## src/design/ssp_spi_pkg.sv

```systemverilog
// Package: register map, field positions, modes and timing for the SPI port
package ssp_spi_pkg;

   // ----------------------------------------------------------------
   // Register indices (byte addresses on the plain register port)
   // ----------------------------------------------------------------
   localparam logic [2:0] ADDR_STATUS   = 3'h0;
   localparam logic [2:0] ADDR_CONTROL1 = 3'h1;
   localparam logic [2:0] ADDR_CONTROL3 = 3'h2;
   localparam logic [2:0] ADDR_DATA     = 3'h3;
   localparam logic [2:0] ADDR_BAUD     = 3'h4;
   localparam logic [2:0] ADDR_IRQ      = 3'h5;

   // ----------------------------------------------------------------
   // Field positions
   // ----------------------------------------------------------------
   localparam int STAT_SMP_BIT  = 7;
   localparam int STAT_CKE_BIT  = 6;
   localparam int STAT_STOP_BIT = 4;
   localparam int STAT_BF_BIT   = 0;
   localparam int CON1_WRITE_COLLISION_FLAG_BIT = 7;
   localparam int CON1_OV_BIT   = 6;
   localparam int CON1_EN_BIT   = 5;
   localparam int CON1_CKP_BIT  = 4;
   localparam int CON3_BUFFER_OVERWRITE_ENABLE_BIT = 4;

   // ----------------------------------------------------------------
   // Reset values
   // ----------------------------------------------------------------
   localparam logic [7:0] RST_STATUS   = 8'h00;
   localparam logic [7:0] RST_CONTROL1 = 8'h00;
   localparam logic [7:0] RST_CONTROL3 = 8'h00;
   localparam logic [7:0] RST_BAUD     = 8'h01;

   // ----------------------------------------------------------------
   // Mode encodings
   // ----------------------------------------------------------------
   localparam logic [3:0] MODE_DIV4    = 4'h0;
   localparam logic [3:0] MODE_DIV16   = 4'h1;
   localparam logic [3:0] MODE_DIV64   = 4'h2;
   localparam logic [3:0] MODE_TIMER   = 4'h3;
   localparam logic [3:0] MODE_SLV_SEL = 4'h4;
   localparam logic [3:0] MODE_SLV     = 4'h5;
   localparam logic [3:0] MODE_BAUD    = 4'hA;

   // Half bit periods in core cycles for the fixed master rates
   localparam logic [8:0] HALF_DIV4  = 9'h002;
   localparam logic [8:0] HALF_DIV16 = 9'h008;
   localparam logic [8:0] HALF_DIV64 = 9'h020;

   typedef enum logic {ROLE_MASTER, ROLE_SLAVE} role_t;

   // Pin bundle toward the serial pins
   typedef struct packed {
      logic sck_o;
      logic sck_oe;
      logic sdo_o;
      logic sdo_oe;
   } spi_pins_t;

endpackage : ssp_spi_pkg

```

## src/design/ssp_pin_sync.sv

```systemverilog
// Three-stage input synchroniser for pins entering the core clock domain
module ssp_pin_sync
   import ssp_spi_pkg::*;
(
   input  wire logic i_core_clk,
   input  wire logic i_rstn,
   input  wire logic i_pin,
   output logic      o_level
);

   logic s1;
   logic s2;
   logic s3;

   // A change counts once the second and third stages agree
   always_ff @(posedge i_core_clk) begin
      if (!i_rstn) begin
         s1      <= 1'b0;
         s2      <= 1'b0;
         s3      <= 1'b0;
         o_level <= 1'b0;
      end else begin
         s1 <= i_pin;
         s2 <= s1;
         s3 <= s2;
         if (s2 == s3) begin
            o_level <= s3;
         end
      end
   end

endmodule : ssp_pin_sync

```

## src/design/ssp_rate_gen.sv

```systemverilog
// Master bit-rate divider giving one-cycle half-bit enable pulses
module ssp_rate_gen
   import ssp_spi_pkg::*;
(
   input  wire logic       i_core_clk,
   input  wire logic       i_rstn,
   input  wire logic       i_run,
   input  wire logic [3:0] i_mode,
   input  wire logic [7:0] i_baud,
   input  wire logic       i_timer_tick,
   output logic            o_half_tick
);

   logic [8:0] cnt;
   logic [8:0] half;
   logic       use_timer;

   always_comb begin
      use_timer = 1'b0;
      case (i_mode)
         MODE_DIV16: half = HALF_DIV16;
         MODE_DIV64: half = HALF_DIV64;
         // Fosc/(4*(n+1)): half bit is 2*(n+1) core cycles
         MODE_BAUD:  half = {i_baud, 1'b0} + 9'h002;
         MODE_TIMER: begin
            half      = HALF_DIV4;
            use_timer = 1'b1;
         end
         default:    half = HALF_DIV4;
      endcase
   end

   // Timer output divided by two: each timer tick is one half bit
   always_ff @(posedge i_core_clk) begin
      if (!i_rstn) begin
         cnt         <= 9'h000;
         o_half_tick <= 1'b0;
      end else if (!i_run) begin
         cnt         <= 9'h000;
         o_half_tick <= 1'b0;
      end else if (use_timer) begin
         o_half_tick <= i_timer_tick;
      end else if (cnt >= half - 9'h001) begin
         cnt         <= 9'h000;
         o_half_tick <= 1'b1;
      end else begin
         cnt         <= cnt + 9'h001;
         o_half_tick <= 1'b0;
      end
   end

endmodule : ssp_rate_gen

```

## src/design/ssp_spi.sv

```systemverilog
// SPI-mode synchronous serial port: registers, master and slave engines
// Behaviour
// [RULE_01] Master samples end or middle per phase bit
// [RULE_02] Software keeps sample phase zero as slave
// [RULE_03] Edge select picks output change transition
// [RULE_04] Polarity bit sets serial clock idle level
// [RULE_05] Byte arrival sets full; data read clears
// [RULE_06] Busy data write dropped, collision flag set
// [RULE_07] Slave unread buffer overflow sets flag, keeps
// [RULE_08] Overflow flag never set in master mode
// [RULE_09] Enable bit hands pins to the port
// [RULE_10] Stop status reads zero while disabled
// [RULE_11] Mode field picks master clock rate
// [RULE_12] Modes 0100/0101 slave with/without select
// [RULE_13] Software never programs divider to zero
// [RULE_14] Software uses only listed mode encodings
// [RULE_15] Overwrite enable always loads new byte
// [RULE_16] Overwrite still flags overflow when full
// [RULE_17] MSb first; eight bits load buffer, flags (a master sampling on the trailing edge runs nine clocks per byte)
// [RULE_18] Shift register reached only via data buffer
// [RULE_19] Slave software reads every received byte
// [RULE_20] Data write loads buffer and shift register
// [RULE_21] Master starts shifting on data write
// [RULE_22] Select high floats output, clears count
//
// Chosen here: the strobed register port and the register addresses.
module ssp_spi
   import ssp_spi_pkg::*;
(
   input  wire logic       i_core_clk,
   input  wire logic       i_rstn,
   input  wire logic [2:0] i_addr,
   input  wire logic [7:0] i_wdata,
   input  wire logic       i_wr,
   input  wire logic       i_rd,
   output logic [7:0]      o_rdata,
   input  wire logic       i_timer_tick,
   input  wire logic       i_serial_clock_pin,
   input  wire logic       i_serial_in_pin,
   input  wire logic       i_select_pin_n,
   output logic            o_serial_clock_pin,
   output logic            o_serial_clock_oe,
   output logic            o_serial_out_pin,
   output logic            o_serial_out_oe,
   output logic            o_port_enable,
   output logic            o_port_irq_flag
);

   // ----------------------------------------------------------------
   // Registers
   // ----------------------------------------------------------------
   logic       input_sample_phase;
   logic       clock_edge_sel;
   logic       write_collision_flag;
   logic       receive_overflow_flag;
   logic       port_enable;
   logic       clock_idle_polarity;
   logic [3:0] port_mode_select;
   logic       buffer_overwrite_enable;
   logic [7:0] baud_divider;
   logic [7:0] data_buffer_reg;
   logic [7:0] shift_reg;
   logic       rx_buffer_full;
   logic       port_irq_flag;
   logic [3:0] bit_cnt;
   logic       busy;
   logic       sdo_bit;
   logic       sck_active;
   logic       phase;
   logic       in_sample;
   logic [7:0] next_shift;
   logic       byte_done;
   logic       wr_data;
   logic       rd_data;
   logic       master;
   logic       sel_ctl;
   logic       sel_active;
   logic       half_tick;
   logic       sck_s;
   logic       sdi_s;
   logic       ss_n_s;
   logic       sck_q;
   role_t      role;
   spi_pins_t  pins;

   assign master  = port_mode_select inside
                    {MODE_DIV4, MODE_DIV16, MODE_DIV64, MODE_TIMER,
                     MODE_BAUD};                                  // RULE_11
   assign sel_ctl = (port_mode_select == MODE_SLV_SEL);           // RULE_12
   assign role    = master ? ROLE_MASTER : ROLE_SLAVE;
   assign wr_data = i_wr && (i_addr == ADDR_DATA);
   assign rd_data = i_rd && (i_addr == ADDR_DATA);
   // Without select control the slave is always selected
   assign sel_active = !sel_ctl || !ss_n_s;
   // Master data returns on our own clock; the three-stage sync would
   // lag a whole bit at the fastest rate, so master reads the pin itself
   logic sdi_in;
   assign sdi_in = master ? i_serial_in_pin : sdi_s;

   // ----------------------------------------------------------------
   // Pin synchronisers and rate divider
   // ----------------------------------------------------------------
   ssp_pin_sync u_sync_sck (
      .i_core_clk (i_core_clk),
      .i_rstn     (i_rstn),
      .i_pin      (i_serial_clock_pin),
      .o_level    (sck_s)
   );
   ssp_pin_sync u_sync_sdi (
      .i_core_clk (i_core_clk),
      .i_rstn     (i_rstn),
      .i_pin      (i_serial_in_pin),
      .o_level    (sdi_s)
   );
   ssp_pin_sync u_sync_ss (
      .i_core_clk (i_core_clk),
      .i_rstn     (i_rstn),
      .i_pin      (i_select_pin_n),
      .o_level    (ss_n_s)
   );
   ssp_rate_gen u_rate (
      .i_core_clk   (i_core_clk),
      .i_rstn       (i_rstn),
      .i_run        (busy && master),
      .i_mode       (port_mode_select),
      .i_baud       (baud_divider),
      .i_timer_tick (i_timer_tick),
      .o_half_tick  (half_tick)
   );

   // ----------------------------------------------------------------
   // Control registers
   // ----------------------------------------------------------------
   always_ff @(posedge i_core_clk) begin
      if (!i_rstn) begin
         {input_sample_phase, clock_edge_sel} <= RST_STATUS[7:6];
         {port_enable, clock_idle_polarity, port_mode_select}
            <= RST_CONTROL1[5:0];
         buffer_overwrite_enable <= RST_CONTROL3[CON3_BUFFER_OVERWRITE_ENABLE_BIT];
         baud_divider            <= RST_BAUD;
      end else if (i_wr) begin
         case (i_addr)
            ADDR_STATUS: begin
               input_sample_phase <= i_wdata[STAT_SMP_BIT];
               clock_edge_sel     <= i_wdata[STAT_CKE_BIT];
            end
            ADDR_CONTROL1: begin
               port_enable         <= i_wdata[CON1_EN_BIT];
               clock_idle_polarity <= i_wdata[CON1_CKP_BIT];
               port_mode_select    <= i_wdata[3:0];
            end
            ADDR_CONTROL3: begin
               buffer_overwrite_enable <= i_wdata[CON3_BUFFER_OVERWRITE_ENABLE_BIT];
            end
            ADDR_BAUD: baud_divider <= i_wdata;
            default: ;
         endcase
      end
   end

   // ----------------------------------------------------------------
   // Shift engine
   // ----------------------------------------------------------------
   // Slave edges are seen on the synchronised clock, leading when it moves off the idle level;
   // in master, phase tracks whether the next edge is leading (idle-to-active) or trailing.
   logic lead_edge;
   logic trail_edge;
   logic slv_edge;
   assign slv_edge = (sck_s != sck_q) && port_enable && !master
                     && sel_active;
   always_comb begin
      lead_edge  = 1'b0;
      trail_edge = 1'b0;
      if (master) begin
         lead_edge  = half_tick && !phase;
         trail_edge = half_tick && phase;
      end else if (slv_edge) begin
         lead_edge  = (sck_s != clock_idle_polarity);
         trail_edge = (sck_s == clock_idle_polarity);
      end
   end

   // Sample on the opposite edge from output change; end-phase in master
   // moves the sample one half bit later, to the next output edge.
   logic samp_edge;
   logic shift_edge;
   always_comb begin
      if (clock_edge_sel) begin                                   // RULE_03
         shift_edge = trail_edge;
         samp_edge  = lead_edge;
      end else begin
         shift_edge = lead_edge;
         samp_edge  = trail_edge;
      end
      if (master && input_sample_phase) begin                     // RULE_01
         samp_edge = shift_edge;
      end
   end

   assign next_shift = {shift_reg[6:0], in_sample};               // RULE_17
   assign byte_done  = busy && (master ? (trail_edge && bit_cnt == 4'h8)
                                       : (samp_edge && bit_cnt == 4'h7));

   always_ff @(posedge i_core_clk) begin
      if (!i_rstn) begin
         shift_reg  <= 8'h00;
         bit_cnt    <= 4'h0;
         busy       <= 1'b0;
         phase      <= 1'b0;
         in_sample  <= 1'b0;
         sdo_bit    <= 1'b0;
         sck_q      <= 1'b0;
         sck_active <= 1'b0;
      end else if (!port_enable || (sel_ctl && ss_n_s)) begin
         bit_cnt    <= 4'h0;                                      // RULE_22
         busy       <= 1'b0;
         phase      <= 1'b0;
         sck_active <= 1'b0;
         sck_q      <= sck_s;
         if (wr_data && !busy) begin
            shift_reg <= i_wdata;                                 // RULE_20
            sdo_bit   <= i_wdata[7];
         end
      end else begin
         sck_q <= sck_s;
         if (wr_data && !busy) begin
            shift_reg <= i_wdata;                                 // RULE_20
            sdo_bit   <= i_wdata[7];
            busy      <= master;                                  // RULE_21
            bit_cnt   <= 4'h0;
            phase     <= 1'b0;
         end else begin
            if (!master && !busy && samp_edge) begin
               busy <= 1'b1;
            end
            if (master && half_tick) begin
               phase      <= !phase;
               sck_active <= !phase;
            end
            if (samp_edge) begin
               in_sample <= sdi_in;
               bit_cnt   <= bit_cnt + 4'h1;
            end
            if (shift_edge && bit_cnt != 4'h0) begin
               shift_reg <= next_shift;
               sdo_bit   <= shift_reg[6];
            end
            if (byte_done) begin
               busy    <= 1'b0;
               bit_cnt <= 4'h0;
               phase   <= 1'b0;
            end
         end
      end
   end

   // Final byte includes the last sampled bit
   logic [7:0] rx_byte;
   assign rx_byte = {shift_reg[6:0], samp_edge ? sdi_in : in_sample};

   // ----------------------------------------------------------------
   // Receive buffer and status flags
   // ----------------------------------------------------------------
   logic load_ok;
   assign load_ok = !rx_buffer_full || buffer_overwrite_enable;   // RULE_15

   always_ff @(posedge i_core_clk) begin
      if (!i_rstn) begin
         data_buffer_reg <= 8'h00;
      end else if (wr_data && !busy) begin
         data_buffer_reg <= i_wdata;                              // RULE_20
      end else if (byte_done && load_ok) begin
         data_buffer_reg <= rx_byte;                    // RULE_07 RULE_16
      end
   end

   // Set wins over a same-cycle clear for every flag below
   always_ff @(posedge i_core_clk) begin
      if (!i_rstn) begin
         rx_buffer_full <= RST_STATUS[STAT_BF_BIT];
      end else if (byte_done) begin
         rx_buffer_full <= 1'b1;                                  // RULE_05
      end else if (rd_data) begin
         rx_buffer_full <= 1'b0;                                  // RULE_05
      end
   end

   always_ff @(posedge i_core_clk) begin
      if (!i_rstn) begin
         write_collision_flag <= RST_CONTROL1[CON1_WRITE_COLLISION_FLAG_BIT];
      end else if (wr_data && busy) begin
         write_collision_flag <= 1'b1;                            // RULE_06
      end else if (i_wr && i_addr == ADDR_CONTROL1 &&
                   !i_wdata[CON1_WRITE_COLLISION_FLAG_BIT]) begin
         write_collision_flag <= 1'b0;
      end
   end

   always_ff @(posedge i_core_clk) begin
      if (!i_rstn) begin
         receive_overflow_flag <= RST_CONTROL1[CON1_OV_BIT];
      end else if (byte_done && rx_buffer_full && !master) begin
         receive_overflow_flag <= 1'b1;         // RULE_07 RULE_08 RULE_16
      end else if (i_wr && i_addr == ADDR_CONTROL1 &&
                   !i_wdata[CON1_OV_BIT]) begin
         receive_overflow_flag <= 1'b0;
      end
   end

   // Interrupt flag held here until software writes zero to it
   always_ff @(posedge i_core_clk) begin
      if (!i_rstn) begin
         port_irq_flag <= 1'b0;
      end else if (byte_done) begin
         port_irq_flag <= 1'b1;                                   // RULE_17
      end else if (i_wr && i_addr == ADDR_IRQ && !i_wdata[0]) begin
         port_irq_flag <= 1'b0;
      end
   end

   // ----------------------------------------------------------------
   // Register read port; shift register has no address
   // ----------------------------------------------------------------
   always_ff @(posedge i_core_clk) begin
      if (!i_rstn) begin
         o_rdata <= 8'h00;
      end else if (i_rd) begin
         case (i_addr)
            // Stop bit always zero in SPI mode, hence when disabled
            ADDR_STATUS:   o_rdata <= {input_sample_phase, clock_edge_sel,
                                       5'h00, rx_buffer_full}; // RULE_10
            ADDR_CONTROL1: o_rdata <= {write_collision_flag,
                                       receive_overflow_flag, port_enable,
                                       clock_idle_polarity,
                                       port_mode_select};
            ADDR_CONTROL3: o_rdata <= {3'h0, buffer_overwrite_enable,
                                       4'h0};
            ADDR_DATA:     o_rdata <= data_buffer_reg;            // RULE_18
            ADDR_BAUD:     o_rdata <= baud_divider;
            ADDR_IRQ:      o_rdata <= {7'h00, port_irq_flag};
            default:       o_rdata <= 8'h00;
         endcase
      end else begin
         o_rdata <= 8'h00;
      end
   end

   // ----------------------------------------------------------------
   // Pin drive
   // ----------------------------------------------------------------
   always_comb begin
      pins.sck_o  = clock_idle_polarity ^ (sck_active && busy);   // RULE_04
      pins.sck_oe = port_enable && role == ROLE_MASTER;           // RULE_09
      pins.sdo_o  = sdo_bit;
      pins.sdo_oe = port_enable && (master || sel_active);  // RULE_09 RULE_22
   end

   assign o_serial_clock_pin = pins.sck_o;
   assign o_serial_clock_oe  = pins.sck_oe;
   assign o_serial_out_pin   = pins.sdo_o;
   assign o_serial_out_oe    = pins.sdo_oe;
   assign o_port_enable      = port_enable;
   assign o_port_irq_flag    = port_irq_flag;

   // ----------------------------------------------------------------
   // Assertions
   // ----------------------------------------------------------------
   a_collision_set: assert property (@(posedge i_core_clk) // RULE_06
      disable iff (!i_rstn) wr_data && busy |=> write_collision_flag)
      else $error("collision flag not set");
   a_no_master_ov: assert property (@(posedge i_core_clk) // RULE_08
      disable iff (!i_rstn) master && $stable(master)
      && !receive_overflow_flag |=> !receive_overflow_flag)
      else $error("overflow set in master mode");
   a_full_on_byte: assert property (@(posedge i_core_clk) // RULE_05
      disable iff (!i_rstn) byte_done |=> rx_buffer_full && port_irq_flag)
      else $error("byte end did not set full");
   a_full_clear: assert property (@(posedge i_core_clk) // RULE_05
      disable iff (!i_rstn) rd_data && !byte_done |=> !rx_buffer_full)
      else $error("read did not clear full");
   a_keep_old: assert property (@(posedge i_core_clk) // RULE_07
      disable iff (!i_rstn) byte_done && rx_buffer_full
      && !buffer_overwrite_enable && !wr_data |=> $stable(data_buffer_reg))
      else $error("buffer overwritten");
   a_overwrite: assert property (@(posedge i_core_clk) // RULE_16
      disable iff (!i_rstn) byte_done && rx_buffer_full && !master
      && buffer_overwrite_enable |=> receive_overflow_flag
      && data_buffer_reg == $past(rx_byte))
      else $error("overwrite path wrong");
   a_idle_level: assert property (@(posedge i_core_clk) // RULE_04
      disable iff (!i_rstn) !busy |-> o_serial_clock_pin == clock_idle_polarity)
      else $error("clock idle level wrong");
   a_sel_float: assert property (@(posedge i_core_clk) // RULE_22
      disable iff (!i_rstn) sel_ctl && ss_n_s |-> !o_serial_out_oe)
      else $error("output driven while deselected");
   a_master_start: assert property (@(posedge i_core_clk) // RULE_21
      disable iff (!i_rstn) wr_data && !busy && master && port_enable
      |=> busy ##1 busy)
      else $error("master did not start");
   a_disabled_pins: assert property (@(posedge i_core_clk) // RULE_09
      disable iff (!i_rstn) !port_enable |-> !o_serial_clock_oe
      && !o_serial_out_oe)
      else $error("pins driven while disabled");

   c_master_byte: cover property (@(posedge i_core_clk)
      disable iff (!i_rstn) byte_done && master);
   c_slave_byte: cover property (@(posedge i_core_clk)
      disable iff (!i_rstn) byte_done && !master);
   c_overflow: cover property (@(posedge i_core_clk)
      disable iff (!i_rstn) $rose(receive_overflow_flag));

endmodule : ssp_spi

```

## config.mk

```make
export PLATFORM = sky130hd
export DESIGN_NAME = ssp_spi
export DESIGN_NICKNAME = d
export VERILOG_FILES = /design/src/design/ssp_spi_pkg.sv /design/src/design/ssp_pin_sync.sv /design/src/design/ssp_rate_gen.sv /design/src/design/ssp_spi.sv
export SDC_FILE = /design/constraint.sdc
export NUM_CORES = 1
export LEC_CHECK = 0
export ABC_CLOCK_PERIOD_IN_PS = 8800
export BUFFER_PORTS_ARGS = -buffer_cell sky130_fd_sc_hd__buf_4
export CAP_MARGIN = 20
export CORE_MARGIN = 3
export CORE_UTILIZATION = 60
export CTS_CLUSTER_SIZE = 28
export DETAILED_ROUTE_END_ITERATION = 12
export MAX_ROUTING_LAYER = met4
export PLACE_DENSITY_LB_ADDON = 0.08
export SLEW_MARGIN = 20
export SYNTH_ARGS = -nofsm -noshare
export SYNTH_HDL_FRONTEND = slang
export SYNTH_SLANG_ARGS = --single-unit
```

## constraint.sdc

```tcl
create_clock -name i_core_clk -period 8.8 [get_ports i_core_clk]
set_input_delay 0.44 -clock i_core_clk [delete_from_list [all_inputs] [get_ports i_core_clk]]
set_output_delay 0.44 -clock i_core_clk [all_outputs]
set_load 0.005 [all_outputs]
```

# Yosys cells after proc, flatten, opt, wreduce, memory -nomap -nowiden
# Index checks and enable logic that the tools add are counted.
dict set report classes {
  n_addsub 4
  magnitude_cmp 1
  eq_ne 19
  muxes 37
  bitwise_logic 4
  n_reduce_logical 66
}
# op n
set op_table {}
lappend op_table {{case mux 8 bit (6 select lines)} 1}
lappend op_table {{logical AND 1 bit} 30}
lappend op_table {{two-way mux 1 bit} 28}
lappend op_table {{two-way mux 7 bit} 4}
lappend op_table {{case mux 9 bit (3 select lines)} 1}
lappend op_table {{AND reduction 2 bit} 9}
lappend op_table {{two-way mux 8 bit} 2}
lappend op_table {{nonzero test 2 bit} 6}
lappend op_table {{zero test 1 bit} 10}
lappend op_table {{adder 9 x 1 -> 9 bit, second input constant} 1}
lappend op_table {{adder 9 x 2 -> 9 bit, second input constant} 1}
lappend op_table {{greater-or-equal comparator 9 bit} 1}
lappend op_table {{two-way mux 9 bit} 1}
lappend op_table {{subtractor 9 x 1 -> 9 bit, second input constant} 1}
lappend op_table {{== test 4 x 2 -> 1 bit, second input constant} 2}
lappend op_table {{== test 4 x 3 -> 1 bit, second input constant} 2}
lappend op_table {{== test 4 bit, second input constant} 2}
lappend op_table {{== test 3 x 2 -> 1 bit, second input constant} 2}
lappend op_table {{== test 3 bit, second input constant} 2}
lappend op_table {{nonzero test 5 bit} 1}
lappend op_table {{adder 4 x 1 -> 4 bit, second input constant} 1}
lappend op_table {{== test 1 bit} 4}
lappend op_table {{== test 4 x 1 -> 1 bit, second input constant} 1}
lappend op_table {{zero test 4 bit} 1}
lappend op_table {{other kinds (11)} 17}
dict set report word_totals {
  reg_bits 76
  input_bits 19
  out_inout_bits 14
  wordCells 166
}

# Longest topological paths before layout
dict set report logic_depth {
  ltp_word 15
  ltp_mapped 12
  ltp_nobuf 11
}

# By module
# From an unflattened synthesis, not the netlist that was laid out.
dict set report hier_totals {
  cells_unflattened 487
  area_unflattened_um2 4113.9
}
# module n_inst cells_each area_each_um2 seq_area_each_um2
set modules_own_cells {}
lappend modules_own_cells {ssp_spi 1 318 2723.9 1081.0}
lappend modules_own_cells {ssp_rate_gen 1 139 1041.0 200.2}
lappend modules_own_cells {ssp_pin_sync 3 10 116.4 80.1}

# Worst setup path before layout
# Ideal clock, no wire load.
dict set report synth_timing {
  path_type {flip-flop to flip-flop}
  startpoint {reg port_mode_select[3]}
  endpoint {reg u_rate.cnt[0]}
  setup_time_ns 0.087
  t_arrival_ns 2.697
  required_ns 8.713
  setup_slack_ns 6.016
  stages_incl_launch_ff 10
  path_buffers 1
  synth_period_minus_slack_ns 2.784
  path_cell_list {dfxtp_1 -> clkbuf_1 -> and4bb_2 -> nand2_1 -> ha_1 -> ha_1 -> a21o_1 -> a2111oi_0 -> o21ai_1 -> a211oi_1}
}
dict set report synth_via {
  elab_chain_len 5
  word_cells_on_any_way 13
  cone_classes {1 x add/sub; 1 x order compare; 4 x eq/ne; 3 x mux; 4 x reduce/logical}
}
# element line
set synth_lines {}
lappend synth_lines {{start: declaration} ssp_spi.sv:58} ;# logic [3:0] port_mode_select;
lappend synth_lines {{start signal: assignment} ssp_spi.sv:150} ;# port_mode_select <= i_wdata[3:0];
lappend synth_lines {{== test 4 bit (tied with other cells)} {ssp_rate_gen.sv:20, ssp_spi.sv:86}}
lappend synth_lines {{case mux 9 bit (3 select lines)} ssp_rate_gen.sv:20} ;# case (i_mode)
lappend synth_lines {{subtractor 9 x 1 -> 9 bit} ssp_rate_gen.sv:43} ;# end else if (cnt >= half - 9'h001) begin
lappend synth_lines {{greater-or-equal comparator 9 bit} ssp_rate_gen.sv:43}
lappend synth_lines {{two-way mux 9 bit} ssp_rate_gen.sv:43}
lappend synth_lines {{end signal: assignment} ssp_rate_gen.sv:47} ;# cnt <= cnt + 9'h001;
lappend synth_lines {{end: declaration} ssp_rate_gen.sv:14} ;# logic [8:0] cnt;
# Parallel ways exist; a longest one is shown, timed or not.
# A chain may end at the register's enable or synchronous reset.

# Worst setup path after layout
dict set report layout_timing {
  startpoint {reg port_mode_select[1]}
  endpoint {reg u_rate.cnt[7]}
}
# The elaborated chain is that of the path after synthesis.

==> results.py <==
metrics = {
    "logic_synthesis": {
        "ys_warn_count": 0,
        "synth_seq_cells": 76,
        "ys.flop_type": "dfxtp_1",
        "yosysMostFrequentCell": "dfxtp_1",
        "yosysTopAreaCellShare_pct": 36.97,
        "syn_inst": 470,
        "syn_area_um2": 4115,
        "synth-edff-count": 0,
        "synthTopCellsByCount": "dfxtp_1, nand2_1, a21oi_1, nor2_1, o21ai_0",
        "yosysTopAreaCell": "dfxtp_1",
        "syn_nets": 502,
        "synth_xor_xnor_area_share_pct": 6.446,
        "async_reset_ff_share_pct": 0,
        "yosysUniqueCellTypes": 61,
        "synthMuxAreaShare_pct": 8.483,
        "synth_area_leaders": "dfxtp_1, mux2i_1, a21oi_1",
        "synth_compound_area_share_pct": 18.33,
        "avgSynthCellArea_um2": 8.756,
        "ys_seq_area_share_pct": 36.97,
        "synth-simple-area-share_pct": 21.44,
        "synth_top_family_by_area": "simple AND/OR/NAND/NOR gates",
        "synthAdderAreaFrac_pct": 3.953,
    },
    "layout": {
        "top_register": "u_rate.cnt",
        "nFillCells": 535,
        "area_growth_syn_to_layout_pct": 9.729,
        "nNetsFinal": 521,
        "drive_gt1_share_pct": 12.55,
        "n_antenna_cell": 0,
        "largest_register_ffs": 9,
    },
    "sta": {
        "fin_crit_ns": 3.117,
        "fin_crit_sh_pct": 35.42,
        "tightest_slew_ns": 0.9956,
        "fin_ws_ns": 5.683,
        "finClkSkew_ns": 0.01161,
        "slew_headroom_pct": 33.63,
        "fin_setup_tns_ns": 0,
        "hold_viol": 0,
        "max_freq_ghz": 0.3208,
        "grt_setup_unrepaired": "no",
        "finalSetupViolations": 0,
        "slew_violations": 0,
    },
    "routing": {
        "antenna_left": 0,
        "first_pass_iters": 5,
        "wl_per_cell_um": 17.09,
        "wl_um": 9759,
        "drc": 0,
        "vias": 3541,
        "viasPerCell": 6.201,
        "drt_iter0_markers": 300,
    },
    "worst_setup_path": {
        "worstSetupEndpointType": "flop",
        "timing.rr.start": "port_mode_select[1]",
        "cp.arrival_ns": 3.33,
        "worst-path-buf-inv": 0,
        "crit_family": "compound AO/OA/AOI/OAI gates",
        "worstPathCellList": "nor2b_1 > a32o_1 > ha_1 > nand2_1 > nor4_1 > xor2_1 > ha_1 > o21ai_0 > a21oi_1 > a211oi_1",
        "worstSetupStartpointType": "flop",
        "slowest_delay_ns": 0.66,
        "path_max_fanout": 10,
        "rr_endpoint": "u_rate.cnt[7]",
        "cpMostUsedCell": "ha_1",
        "crit_start": "port_mode_select[1]",
        "ff2ff_path_depth": 10,
        "crit_required_ns": 9.01,
        "r2r_slack_ns": 5.68,
        "crit_type": "reg2reg",
        "slowest_stage": "a21oi_1",
    },
    "clock_tree": {
        "cts-buffers-inserted": 9,
        "ctsHoldBuffers": 0,
        "cts_tree": "yes",
        "htree_levels": 3,
        "cts_setup_buffers": 0,
        "ctsLongestPathBuffers": 2,
        "path_clk_slew_ns": 0.09,
        "cts.repair.resized": 0,
        "clock_latency_ns": 0.36,
        "cts_sinks": 76,
        "cts_root_buffer": "clkbuf_8",
    },
    "floorplan": {
        "rows": 29,
        "core-area_um2": 6495,
        "ios": 33,
        "die_area_um2": 7888,
        "start_util_pct": 63.36,
        "fp.dieW_um": 88.82,
        "die_h_um": 88.82,
    },
    "worst_hold_path": {
        "hold_path.class": "in2reg",
        "hold_depth": 2,
        "hold-path-endpoint": "u_sync_sck.s1",
        "hold_start": "i_serial_clock_pin",
    },
    "grt": {
        "grt_pass1_vias": 3341,
        "grt_pass1_wl_um": 16230,
        "track_usage_pct": 27.82,
        "antenna_found_initial": 0,
        "grt_max_degree": 34,
        "grt-ovfl-total": 0,
    },
    "pwr": {
        "pwr-share-comb_pct": 8.4,
        "swShare_pct": 26.64,
        "p_int_uw": 474.1,
        "p_seq_share_pct": 54.7,
        "powerDensity_nw_per_um2": 143.1,
        "pwr-share-clk_pct": 37.0,
        "power_switching_uw": 172.2,
        "power.leakage_uw": 0.001679,
        "irDropWorstVdd_v": 0.00008730,
    },
    "run": {
        "drv_cap": 0,
    },
    "run_status": {
        "run_status": "finished clean",
    },
    "placement": {
        "gp_routability_congestion": 0.9198,
        "dp_hpwl_um": 6964,
        "dp_slack_ns": 5.696,
        "portBuffers": 32,
    },
}
==> how the worst max path moves through the flow <==
stage / to / slack (ns) / depth (start not counted)
4_1_cts: u_rate.cnt[7] / 5.69 / 9
3_5_place_dp: u_rate.cnt[7] / 5.70 / 9
5_1_grt: u_rate.o_half_tick / 5.28 / 10
2_1_floorplan: u_rate.cnt[0] / 6.02 / 9
3_3_place_gp: u_rate.cnt[8] / 5.79 / 9
6_report: u_rate.cnt[7] / 5.68 / 10
==> through the flow <==
stage | std cells | area (µm²) | util [%] | hold slack, ns | power, µW
6_report | 571 | 4516 | 69.52 | 0.2927 | 646.3
5_1_grt | 571 | 4516 | 69.52 | 0.2892 | 674.1
3_5_place_dp | 554 | 4332 | 66.69 | 0.4177 | 413.5
2_1_floorplan | 470 | 4115 | - | 0.4119 | 394.3
3_3_place_gp | 554 | 4332 | 66.69 | 0.4131 | 412.4
4_1_cts | 570 | 4501 | 69.29 | 0.2805 | 649.0
==> worst reg2reg max path, delay by kind of cell, from the launching register on <==
family	cells	cell delay (ns)
AO/OA/AOI/OAI	4	1.16
adder cells (fa/ha/maj)	2	0.48
XOR/XNOR	1	0.13
flip-flops	1	0.51
AND/OR/NAND/NOR	3	0.69
==> cells in the final DEF, fill, tap and decap left out, drive strengths merged, types with 2 or more instances in the layout <==
master    instances
a21oi            38
nor4bb            2
o21ai            26
xor3              2
dfxtp            76
clkinvlp          2
mux2              8
nand3            22
inv              15
ha               13
buf              34
a211oi           14
o2111ai           2
clkinv            2
nand3b            5
nor2             38
and2             20
clkbuf           11
nor2b             5
nand2            39
a31oi             3
o2bb2ai           7
nor3              6
a21o              4
or3               6
xor2             14
a22oi             4
a2bb2oi           2
nand4             4
nand2b            7
o21a              2
nor4              4
xnor2            10
mux2i            21
a2111oi           2
and3b             2
o311a             2
nand4b            3
==> layer usage <==
metal | routed length (µm) | global-route usage [%]
met1 | 4529 | 38.05
met2 | 4244 | 39.95
met3 | 723 | 4.655
met4 | 261 | 12.77
met5 | 0 | -
==> final cells by class <==
| class | instances | area [µm²] | share of cell area [%] |
|---|---|---|---|
| flip-flops and latches | 76 | 1521 | 33.69 |
| clock inverters | 5 | 37.54 | 0.8313 |
| repair buffers | 34 | 262.8 | 5.819 |
| clock buffers | 11 | 131.4 | 2.909 |
| well taps | 77 | 96.34 | 2.134 |
| inverters | 14 | 52.55 | 1.164 |
| multi-input cells | 354 | 2414 | 53.45 |
==> power groups by stage <==
stage	combinational (µW)	sequential [µW]	clock (µW)
after floorplan	35.7	359	0
after global placement	51.4	361	0
after detailed placement	52.2	361	0
after CTS	52.7	353	243
after global routing	59.9	354	260
final	54.0	353	239
==> logic make-up (layout without fill, tap and decap cells) <==
| group | count (synthesis) | count (layout) |
|---|---|---|
| simple gates | 168 | 168 |
| flops | 76 | 76 |
| fa+ha+maj | 13 | 13 |
| xor+xnor | 26 | 26 |
| mux | 30 | 30 |
| compound gates | 117 | 117 |
| buf+inv | 40 | 64 |
No activity file was read; power rests on OpenSTA's default activity.
